[config.mk]
export PLATFORM = sky130hd
export DESIGN_NAME = pcs_sequencer
export DESIGN_NICKNAME = d
export VERILOG_FILES = /design/src/hdl/pcs_fix.sv /design/src/hdl/pcs_pkg.sv /design/src/hdl/pcs_sequencer.sv
export SDC_FILE = /design/constraint.sdc
export NUM_CORES = 1
export LEC_CHECK = 0
export ABC_AREA = 1
export BUFFER_PORTS_ARGS = -buffer_cell sky130_fd_sc_hd__clkbuf_2
export CAP_MARGIN = 20
export CORE_MARGIN = 8
export CORE_UTILIZATION = 53
export CTS_BUF_LIST = sky130_fd_sc_hd__clkbuf_4
export CTS_CLUSTER_SIZE = 25
export DETAILED_ROUTE_END_ITERATION = 16
export PLACE_DENSITY = 0.78
export SYNTH_ARGS = -nofsm -noshare
export SYNTH_HDL_FRONTEND = slang
export SYNTH_SLANG_ARGS = --single-unit
[constraint.sdc]
create_clock -name aclk -period 9.27 [get_ports aclk]
set_input_delay 1.854 -clock aclk [delete_from_list [all_inputs] [get_ports aclk]]
set_output_delay 1.854 -clock aclk [all_outputs]
set_load 0.01 [all_outputs]
[src/hdl/pcs_fix.sv]
// Intentionally empty: the sequencer keeps all of its logic in one file

[src/hdl/pcs_pkg.sv]
// Constants, register map and state type of the peripheral command sequencer
package pcs_pkg;
    localparam int ADDR_W = 5;
    localparam logic [4:0] OFF_ARG  = 5'h00;
    localparam logic [4:0] OFF_OP   = 5'h04;
    localparam logic [4:0] OFF_OUT  = 5'h08;
    localparam logic [4:0] OFF_CODE = 5'h0c;
    localparam logic [4:0] OFF_IN   = 5'h10;
    localparam logic [4:0] OFF_STAT = 5'h14;
    localparam logic [4:0] OFF_FLAG = 5'h18;
    localparam logic [2:0] OP_TEXT  = 3'h1;
    localparam logic [2:0] OP_IMG   = 3'h2;
    localparam logic [2:0] OP_PUNCH = 3'h3;
    localparam logic [2:0] OP_DRW   = 3'h4;
    localparam logic [2:0] OP_DRR   = 3'h5;
    localparam logic [2:0] OP_MSG   = 3'h6;
    localparam logic [2:0] C_LIM    = 3'h4;
    localparam logic [2:0] C_P1     = 3'h1;
    localparam logic [2:0] C_P2     = 3'h2;
    localparam logic [2:0] C_P3     = 3'h3;
    localparam logic [2:0] C_M1     = 3'h5;
    localparam logic [2:0] C_M2     = 3'h6;
    localparam int WORD_W  = 30;
    localparam int COL_W   = 12;
    localparam int ROW_W   = 80;
    localparam int LAST_W  = 20;
    localparam int TS_W    = 15;
    localparam int DEST_W  = 8;
    localparam int HI_LSB  = 18;
    localparam int MID_LSB = 6;
    localparam int LO_W    = 6;
    localparam int P2_LSB  = 30;
    localparam int P3_LSB  = 60;
    localparam logic [2:0] TEXT_LAST = 3'h4;
    localparam logic [2:0] IMG_LAST  = 3'h2;
    localparam logic [4:0] TEXT_WORDS = 5'h10;
    localparam logic [4:0] IMG_WORDS  = 5'h1b;
    localparam logic [4:0] DRUM_LAST  = 5'h1e;
    localparam int ST_DERR = 0;
    localparam int ST_TERR = 1;
    localparam int ST_EOF  = 2;
    localparam int ST_BUSY = 3;
    localparam int ST_FLAG = 4;
    localparam int ST_DONE = 5;
    localparam logic [1:0] RESP_OKAY   = 2'h0;
    localparam logic [1:0] RESP_SLVERR = 2'h2;
    typedef enum logic [5:0] {
        S_CLAIMED = 6'h01,
        S_CARD    = 6'h02,
        S_PUNCH   = 6'h04,
        S_DRW     = 6'h08,
        S_DRR     = 6'h10,
        S_MSG     = 6'h20
    } pcs_state_t;
endpackage : pcs_pkg

[src/hdl/pcs_sequencer.sv]
// Peripheral command sequencer with AXI4-Lite register access
`timescale 1ns/1ps
module pcs_sequencer #(
    parameter int RESP_CYCLES = 64
) (
    input  wire logic                       aclk,
    input  wire logic                       aresetn,
    input  wire logic [pcs_pkg::ADDR_W-1:0] awaddr,
    input  wire logic                       awvalid,
    output logic                            awready,
    input  wire logic [31:0]                wdata,
    input  wire logic [3:0]                 wstrb,
    input  wire logic                       wvalid,
    output logic                            wready,
    output logic [1:0]                      bresp,
    output logic                            bvalid,
    input  wire logic                       bready,
    input  wire logic [pcs_pkg::ADDR_W-1:0] araddr,
    input  wire logic                       arvalid,
    output logic                            arready,
    output logic [31:0]                     rdata,
    output logic [1:0]                      rresp,
    output logic                            rvalid,
    input  wire logic                       rready,
    output logic                            command_accept_pulse,
    output logic                            priority_flag,
    output logic                            call_back,
    output logic                            reader_run,
    input  wire logic                       card_col_valid,
    input  wire logic [pcs_pkg::COL_W-1:0]  card_col,
    input  wire logic                       card_end,
    input  wire logic                       hopper_empty,
    output logic                            punch_run,
    input  wire logic                       punch_row_req,
    input  wire logic                       punch_last_row,
    output logic                            punch_fire,
    output logic [pcs_pkg::ROW_W-1:0]       punch_row,
    output logic                            drum_run,
    output logic [pcs_pkg::TS_W-1:0]        drum_track_sector,
    input  wire logic                       drum_bit_tick,
    output logic                            drum_wbit,
    output logic                            drum_wen,
    input  wire logic                       drum_rbit,
    input  wire logic                       drum_block_end,
    output logic [pcs_pkg::WORD_W-1:0]      trunk_word,
    output logic                            trunk_valid,
    output logic                            trunk_eom,
    output logic [pcs_pkg::DEST_W-1:0]      trunk_addressees,
    input  wire logic [pcs_pkg::DEST_W-1:0] trunk_ack,
    input  wire logic                       trunk_lockout
);
    import pcs_pkg::*;

    // Hollerith column to {invalid, zone, digit}; two or more zone punches, or two or more digit punches, are invalid
    function automatic logic [6:0] col_char(input logic [COL_W-1:0] c);
        logic [3:0] dig;
        logic [1:0] zon;
        dig = 4'h0;
        for (int i = 0; i < 9; i++) begin
            if (c[8-i]) dig = 4'(i + 1);
        end
        zon = c[11] ? 2'h3 : c[10] ? 2'h2 : c[9] ? 2'h1 : 2'h0;
        col_char = {($countones(c[11:9]) > 1) || ($countones(c[8:0]) > 1), zon, dig};
    endfunction : col_char

    function automatic logic [31:0] merge(input logic [31:0] o, input logic [31:0] n, input logic [3:0] s);
        merge = o;
        for (int b = 0; b < 4; b++) begin
            if (s[b]) merge[b*8 +: 8] = n[b*8 +: 8];
        end
    endfunction : merge

    pcs_state_t state_q;
    logic aw_have_q, w_have_q, bvalid_q, rvalid_q;
    logic [ADDR_W-1:0] aw_addr_q;
    logic [31:0] w_data_q, rdata_q, arg_q;
    logic [3:0] w_strb_q;
    logic [1:0] bresp_q, rresp_q;
    logic [2:0] code_q, cnt_q;
    logic [4:0] words_q, bit_q;
    logic img_q, done_q, flag_q, accept_q, cb_q, derr_q, terr_q, eof_q;
    logic [WORD_W-1:0] acc_q, din_q, dw_word_q;
    logic [ROW_W-1:0] row_q;
    logic row_ready_q, dw_have_q, clear_q, abandon_q, eom_q;
    logic [WORD_W:0] sh_q;
    logic [DEST_W-1:0] acked_q;
    logic [15:0] timer_q;

    // Register bus decode
    wire wr_fire = aw_have_q && w_have_q && !bvalid_q;
    wire rd_fire = arvalid && !rvalid_q;
    wire wr_map = aw_addr_q <= OFF_FLAG && aw_addr_q[1:0] == 2'h0;
    wire rd_map = araddr <= OFF_FLAG && araddr[1:0] == 2'h0;
    wire cmd_wr = wr_fire && aw_addr_q == OFF_OP;
    wire out_wr = wr_fire && aw_addr_q == OFF_OUT;
    wire flag_wr = wr_fire && aw_addr_q == OFF_FLAG;
    wire in_rd = rd_fire && araddr == OFF_IN;
    wire [2:0] op = w_data_q[2:0];
    wire op_ok = op >= OP_TEXT && op <= OP_MSG;
    wire [WORD_W-1:0] out_word = w_data_q[WORD_W-1:0];
    wire last_code = code_q < C_LIM;

    wire st_clm = state_q == S_CLAIMED;
    wire st_card = state_q == S_CARD;
    wire st_pun = state_q == S_PUNCH;
    wire st_dw = state_q == S_DRW;
    wire st_dr = state_q == S_DRR;
    wire st_msg = state_q == S_MSG;

    wire accept = cmd_wr && st_clm && op_ok && !(op == OP_MSG && trunk_lockout);
    wire ds_xfer = (in_rd || out_wr) && st_clm && done_q;
    wire eom_wr = out_wr && st_msg && last_code;

    // Card side
    wire [6:0] chr = col_char(card_col);
    wire [2:0] grp_last = img_q ? IMG_LAST : TEXT_LAST;
    wire [4:0] word_lim = img_q ? IMG_WORDS : TEXT_WORDS;
    wire col_ev = st_card && card_col_valid && words_q < word_lim;
    wire card_word_ev = col_ev && cnt_q == grp_last;
    wire card_flush = st_card && card_end && img_q && cnt_q != 3'h0 && words_q < word_lim;
    wire card_done = st_card && card_end;

    // Punch side
    wire pun_more = st_pun && out_wr && !last_code;
    wire pun_req = st_pun && punch_row_req;
    wire pun_done = pun_req && punch_last_row;

    // Drum side
    wire load_ev = st_dw && drum_bit_tick && bit_q == 5'h0 && dw_have_q;
    wire dr_word = st_dr && drum_bit_tick && !abandon_q && bit_q == DRUM_LAST;
    wire drum_done = (st_dw || st_dr) && drum_block_end;
    wire timeout = flag_q && (st_dw || st_dr) && timer_q == 16'(RESP_CYCLES - 1);

    // Trunk side
    wire all_ack = trunk_valid && ((acked_q | trunk_ack) & trunk_addressees) == trunk_addressees;
    wire msg_done = st_msg && all_ack && eom_q;

    wire complete = card_done || pun_done || drum_done || msg_done;
    wire flag_set = card_word_ev || card_flush || complete || pun_more || (pun_req && !punch_last_row)
        || load_ev || dr_word || (accept && (op == OP_PUNCH || op == OP_DRW))
        || (flag_wr && st_msg) || (st_msg && all_ack && !eom_q);
    // A new demand outranks the transfer that answers the previous one
    wire flag_d = flag_set || (flag_q && !(in_rd || out_wr || timeout));

    wire [31:0] status = 32'({done_q, flag_q, !st_clm, eof_q, terr_q, derr_q});
    wire [31:0] in_val = (st_card || st_dr) ? 32'(din_q) : status;
    wire [31:0] rd_val = araddr == OFF_ARG ? arg_q : araddr == OFF_CODE ? 32'(code_q)
        : araddr == OFF_IN ? in_val : araddr == OFF_STAT ? status
        : araddr == OFF_FLAG ? 32'(flag_q) : 32'h0;

    assign awready = !aw_have_q && !bvalid_q;
    assign wready = !w_have_q && !bvalid_q;
    assign bvalid = bvalid_q;
    assign bresp = bresp_q;
    assign arready = !rvalid_q;
    assign rvalid = rvalid_q;
    assign rdata = rdata_q;
    assign rresp = rresp_q;
    assign command_accept_pulse = accept_q;
    assign priority_flag = flag_q;
    assign call_back = cb_q;
    assign reader_run = st_card;
    assign punch_run = st_pun;
    assign drum_run = st_dw || st_dr;
    assign drum_track_sector = arg_q[TS_W-1:0];
    assign drum_wbit = sh_q[WORD_W];
    assign drum_wen = st_dw;
    assign trunk_addressees = arg_q[DEST_W:1];

    always_ff @(posedge aclk) begin
        if (!aresetn) begin
            aw_have_q <= 1'b0;
            w_have_q <= 1'b0;
            bvalid_q <= 1'b0;
            rvalid_q <= 1'b0;
            aw_addr_q <= '0;
            w_data_q <= 32'h0;
            w_strb_q <= 4'h0;
            bresp_q <= RESP_OKAY;
            rresp_q <= RESP_OKAY;
            rdata_q <= 32'h0;
        end else begin
            if (awvalid && awready) begin
                aw_have_q <= 1'b1;
                aw_addr_q <= awaddr;
            end
            if (wvalid && wready) begin
                w_have_q <= 1'b1;
                w_data_q <= wdata;
                w_strb_q <= wstrb;
            end
            if (wr_fire) begin
                aw_have_q <= 1'b0;
                w_have_q <= 1'b0;
                bvalid_q <= 1'b1;
                bresp_q <= wr_map ? RESP_OKAY : RESP_SLVERR;
            end else if (bready) begin
                bvalid_q <= 1'b0;
            end
            if (rd_fire) begin
                rvalid_q <= 1'b1;
                rdata_q <= rd_val;
                rresp_q <= rd_map ? RESP_OKAY : RESP_SLVERR;
            end else if (rready) begin
                rvalid_q <= 1'b0;
            end
        end
    end

    // Command control, flags and status
    always_ff @(posedge aclk) begin
        if (!aresetn) begin
            state_q <= S_CLAIMED;
            arg_q <= 32'h0;
            code_q <= 3'h0;
            img_q <= 1'b0;
            done_q <= 1'b0;
            flag_q <= 1'b0;
            accept_q <= 1'b0;
            cb_q <= 1'b0;
            derr_q <= 1'b0;
            terr_q <= 1'b0;
            eof_q <= 1'b0;
            timer_q <= 16'h0;
        end else begin
            flag_q <= flag_d;
            accept_q <= accept || ds_xfer || eom_wr;
            cb_q <= complete;
            timer_q <= (flag_set || !flag_q) ? 16'h0 : timer_q + 16'h1;
            if (wr_fire && aw_addr_q == OFF_ARG && st_clm) arg_q <= merge(arg_q, w_data_q, w_strb_q);
            if (wr_fire && aw_addr_q == OFF_CODE) code_q <= w_data_q[2:0];
            if (accept) begin
                done_q <= 1'b0;
                derr_q <= 1'b0;
                terr_q <= 1'b0;
                eof_q <= 1'b0;
                img_q <= op == OP_IMG;
                case (op)
                    OP_TEXT, OP_IMG: state_q <= S_CARD;
                    OP_PUNCH: state_q <= S_PUNCH;
                    OP_DRW: state_q <= S_DRW;
                    OP_DRR: state_q <= S_DRR;
                    OP_MSG: state_q <= S_MSG;
                    default: state_q <= S_CLAIMED;
                endcase
            end else if (complete) begin
                state_q <= S_CLAIMED;
                done_q <= 1'b1;
            end
            if (col_ev && (img_q ? (cnt_q == IMG_LAST && |card_col[LO_W-1:0]) : chr[6])) derr_q <= 1'b1;
            if (dr_word && !(^{sh_q[WORD_W-1:0], drum_rbit})) derr_q <= 1'b1;
            if ((pun_req && !row_ready_q) || timeout) terr_q <= 1'b1;
            if (st_card && hopper_empty) eof_q <= 1'b1;
        end
    end

    // Card assembly and punch row buffer
    always_ff @(posedge aclk) begin
        if (!aresetn || accept) begin
            cnt_q <= 3'h0;
            words_q <= 5'h0;
            acc_q <= '0;
            din_q <= '0;
            row_q <= '0;
            row_ready_q <= 1'b0;
            punch_fire <= 1'b0;
            punch_row <= '0;
        end else begin
            punch_fire <= pun_req;
            if (col_ev) begin
                cnt_q <= cnt_q == grp_last ? 3'h0 : cnt_q + 3'h1;
                if (!img_q) acc_q <= {acc_q[WORD_W-7:0], chr[5:0]};
                else if (cnt_q == 3'h0) acc_q <= {card_col, HI_LSB'(0)};
                else if (cnt_q == 3'h1) acc_q[HI_LSB-1:MID_LSB] <= card_col;
                else acc_q[LO_W-1:0] <= card_col[COL_W-1:COL_W-LO_W];
            end
            if (card_word_ev || card_flush) words_q <= words_q + 5'h1;
            if (card_word_ev) din_q <= img_q ? {acc_q[WORD_W-1:LO_W], card_col[COL_W-1:COL_W-LO_W]}
                : {acc_q[WORD_W-7:0], chr[5:0]};
            else if (card_flush) din_q <= acc_q;
            else if (dr_word) din_q <= sh_q[WORD_W-1:0];
            if (pun_req) begin
                punch_row <= row_q;
                row_q <= '0;
                row_ready_q <= 1'b0;
            end
            // Data landing with the punch strobe belongs to the next row
            if (st_pun && out_wr) begin
                case (code_q)
                    C_P1, C_M1: row_q[WORD_W-1:0] <= out_word;
                    C_P2, C_M2: row_q[P2_LSB +: WORD_W] <= out_word;
                    C_P3: row_q[P3_LSB +: LAST_W] <= out_word[LAST_W-1:0];
                    default: ;
                endcase
                if (last_code) row_ready_q <= 1'b1;
            end
        end
    end

    // Drum serial path and message trunk
    always_ff @(posedge aclk) begin
        if (!aresetn || accept) begin
            bit_q <= 5'h0;
            sh_q <= '0;
            dw_word_q <= '0;
            dw_have_q <= 1'b0;
            clear_q <= 1'b0;
            abandon_q <= 1'b0;
            trunk_word <= '0;
            trunk_valid <= 1'b0;
            trunk_eom <= 1'b0;
            eom_q <= 1'b0;
            acked_q <= '0;
        end else begin
            if (st_dw && out_wr && !clear_q) begin
                dw_word_q <= out_word;
                dw_have_q <= 1'b1;
                if (last_code) clear_q <= 1'b1;
            end
            if (timeout) begin
                clear_q <= st_dw;
                abandon_q <= st_dr;
            end
            if (st_dw && drum_bit_tick) begin
                bit_q <= bit_q == DRUM_LAST ? 5'h0 : bit_q + 5'h1;
                if (load_ev) begin
                    sh_q <= {dw_word_q, ~^dw_word_q};
                    dw_have_q <= 1'b0;
                end else if (bit_q == 5'h0) sh_q <= '0;
                else sh_q <= {sh_q[WORD_W-1:0], 1'b0};
            end
            if (st_dr && drum_bit_tick && !abandon_q) begin
                bit_q <= bit_q == DRUM_LAST ? 5'h0 : bit_q + 5'h1;
                sh_q <= {sh_q[WORD_W-1:0], drum_rbit};
            end
            acked_q <= trunk_valid ? acked_q | trunk_ack : '0;
            if (st_msg && out_wr) begin
                trunk_word <= out_word;
                trunk_valid <= 1'b1;
                trunk_eom <= last_code;
                eom_q <= last_code;
                acked_q <= '0;
            end else if (all_ack) trunk_valid <= 1'b0;
        end
    end
endmodule : pcs_sequencer

==> metrics.cfg <==
[routing]
routed_wirelength_um = 67900
num_vias = 21300
dr.pass1.iters = 6
dr.first_iter.drc_count = 2266
wl_per_cell_um = 18.0
drc = 0
viasPerCell = 5.65
ant_nets = 0

[logic_synthesis]
synth_top_area_share_pct = 44.7
syn_area_per_cell_um2 = 7.33
async_flop_share_pct = 0
syn-instance-count = 2947
synth_flop_cell = dfxtp_1
ys_ff_latch = 483
ys_warn_count = 0
synth_most_common_cell = nand2_1
yosysTopAreaCell = dfxtp_1
synth_commonest_cells = nand2_1, dfxtp_1, a21oi_1
yosysSeqAreaShare_pct = 44.7
synth.distinct_cells = 46
synth_edf_count = 0
synthTopCellsByArea = dfxtp_1, nand2_1, a21oi_1, o21ai_0, inv_1
synthesis.area_um2 = 21600

[hold_path]
holdPathStages = 2
min_to = punch_row[67]
hp-class = reg2reg
min_from = row_q[67]

[timing]
maxClockFrequency_mhz = 205
fin_crit_ns = 4.88
tightest_slew_ns = 1.06
rsz0062_at_grt = false
setup_tns_ns = 0
finalSetupViolCount = 0
slew-limit-headroom_pct = 29.5
holdWs_ns = 0.445
drv_slew = 0
fin_crit_sh_pct = 52.7
finClkSkew_ns = 0.0541
finalHoldViolCount = 0

[global_routing]
grtUsageTotal_pct = 27.0
grt_overflow = 0
grt_pass1_wl_um = 104000
antenna_found_initial = 1
first_global_vias = 19500
grt_max_degree = 113

[setup_path]
crit_type = in2reg
setup.worst_path.end_class = flop
cp.required_ns = 10.01
worst-r2r-setup-slack_ns = 4.84
start_kind = input port
worstReg2RegStart = img_q
cp_max_fo = 112
arrival_ns = 5.62
r2r_cells = 11
r2r_end = din_q[10]

[cells_and_area]
area_growth_pct = 12.4
fin_nets = 3246
fin_area_um2 = 24300
drive_above_1_share_pct = 17.6
nFillCells = 3684

[floorplanning]
io_pins = 267
die_h_um = 218
start_util_pct = 53.3
die_width_um = 218
core-area_um2 = 40600
row_count = 74
fp.dieArea_um2 = 47500

[place]
gp_congestion = 0.933
place_area_um2 = 22800
dpl.hpwl_um = 46800
numPortBuffers = 264

[pwr]
vdd_drop_max_mv = 0.0794
leakage_nw = 10.2
total_power_mw = 4.14
power_density_nw_per_um2 = 170

[clock_tree]
ctsResizeCount = 0
postCtsHoldBufs = 0
cts_setup_buffers = 0
htreeDepth = 3
cts_tree = done
numCtsBuffers = 115
clock_path_buffers = 3
clk_latency_ns = 0.88
clk_pin_slew_worst_paths_ns = 0.07
root_buffer = clkbuf_4
cts.sinks = 483

[run]
max_cap_violations = 0

[status]
status = completed

[sequential cells by signal, summed over array words and instances, names as in the netlist, 6 cells and up]
name        cells
row_q          80
w_data_q       32
dw_word_q      30
punch_row      80
sh_q           31
state_q         6
acked_q         8
acc_q          30
arg_q          32
timer_q        16
rdata          32
trunk_word     30
din_q          30
[critical path, cell delays in order]
cell      delay [ns]
buf_2           0.08
buf_4           0.76
clkinv_1        0.81
nor2_4          0.37
buf_4           0.53
buf_4           0.67
o21ai_1         0.27
nor3_1          0.21
[stage by stage]
stage | util, % | setup slack [ns] | std cells
final | 59.9 | 4.39 | 3768
after global routing | 59.9 | 4.19 | 3768
after CTS | 59.8 | 4.55 | 3766
after detailed placement | 56.1 | 3.71 | 3557
after global placement | 56.1 | 3.85 | 3557
after floorplan | - | 4.47 | 2948
[cell families (layout without fill, tap and decap cells)]
| family | after synthesis | count (layout) | synth area share (%) |
|---|---|---|---|
| AOI/OAI and AO/OA | 878 | 878 | 22.8 |
| xor gates and xnor gates | 31 | 31 | 1.26 |
| adders and majority gates | 21 | 21 | 1.39 |
| buffers and inverters | 472 | 759 | 9.44 |
| DFF | 483 | 483 | 44.7 |
| other | 1 | 3 | 0.0174 |
| and+or+nand+nor | 1061 | 1061 | 20.4 |
[layout make-up]
class                   instances  area (um^2)  share of cell area, %
clock buffers                 176         1320                   5.44
multi-input cells            1993         9950                   40.9
inverters                     264          998                   4.11
diodes                          1         2.50                 0.0103
repair buffers                286         1510                   6.20
well taps                     532          666                   2.74
clock inverters                33          181                  0.747
flip-flops and latches        483         9670                   39.8
[metal layers]
metal | global-route usage (%) | share of wire (%)
met1 | 34.4 | 41
met5 | 0 | 0
met3 | 5.16 | 9.0
met4 | 13.1 | 4.1
met2 | 43.3 | 46
[how the worst max path moves through the flow]
| stage | startpoint | end | slack, ns |
|---|---|---|---|
| finish | aresetn | bit_q[3] | 4.39 |
| global route | aresetn | bit_q[3] | 4.19 |
| CTS | aresetn | bit_q[4] | 4.55 |
| detailed placement | aresetn | bit_q[3] | 3.71 |
| global placement | aresetn | bit_q[4] | 3.85 |
| floorplan | card_col[0] | derr_q | 4.47 |
[report_power, final]
group | internal [mW] | switching, mW | total (mW)
registers | 2.10 | 0.0208 | 2.12
clock network | 0.898 | 0.877 | 1.77
logic | 0.0621 | 0.175 | 0.238
[placed cells by master (no fill, tap or decap), types with 2 or more instances in the layout]
cell,count
o21ai_1,15
inv_6,6
nor2_1,175
fa_1,5
nand4_2,3
nor3b_1,2
a31oi_1,2
nand3_1,144
o21a_1,2
o221ai_1,2
clkinv_1,25
nand4_1,12
nand3b_1,2
clkbuf_4,176
o21bai_1,2
o211ai_1,5
clkbuf_2,263
a211oi_2,36
xor2_1,17
nand2_2,8
ha_1,16
a211oi_1,75
nor2_2,18
xnor2_1,14
a21oi_1,468
inv_2,18
nor3_1,16
nor2_4,8
buf_4,21
nand2_1,663
dfxtp_1,482
o22ai_1,13
o21ai_0,253
nand3_2,2
inv_1,244
conb_1,2
nor4_1,3
Power figures use the tool's default switching activity.
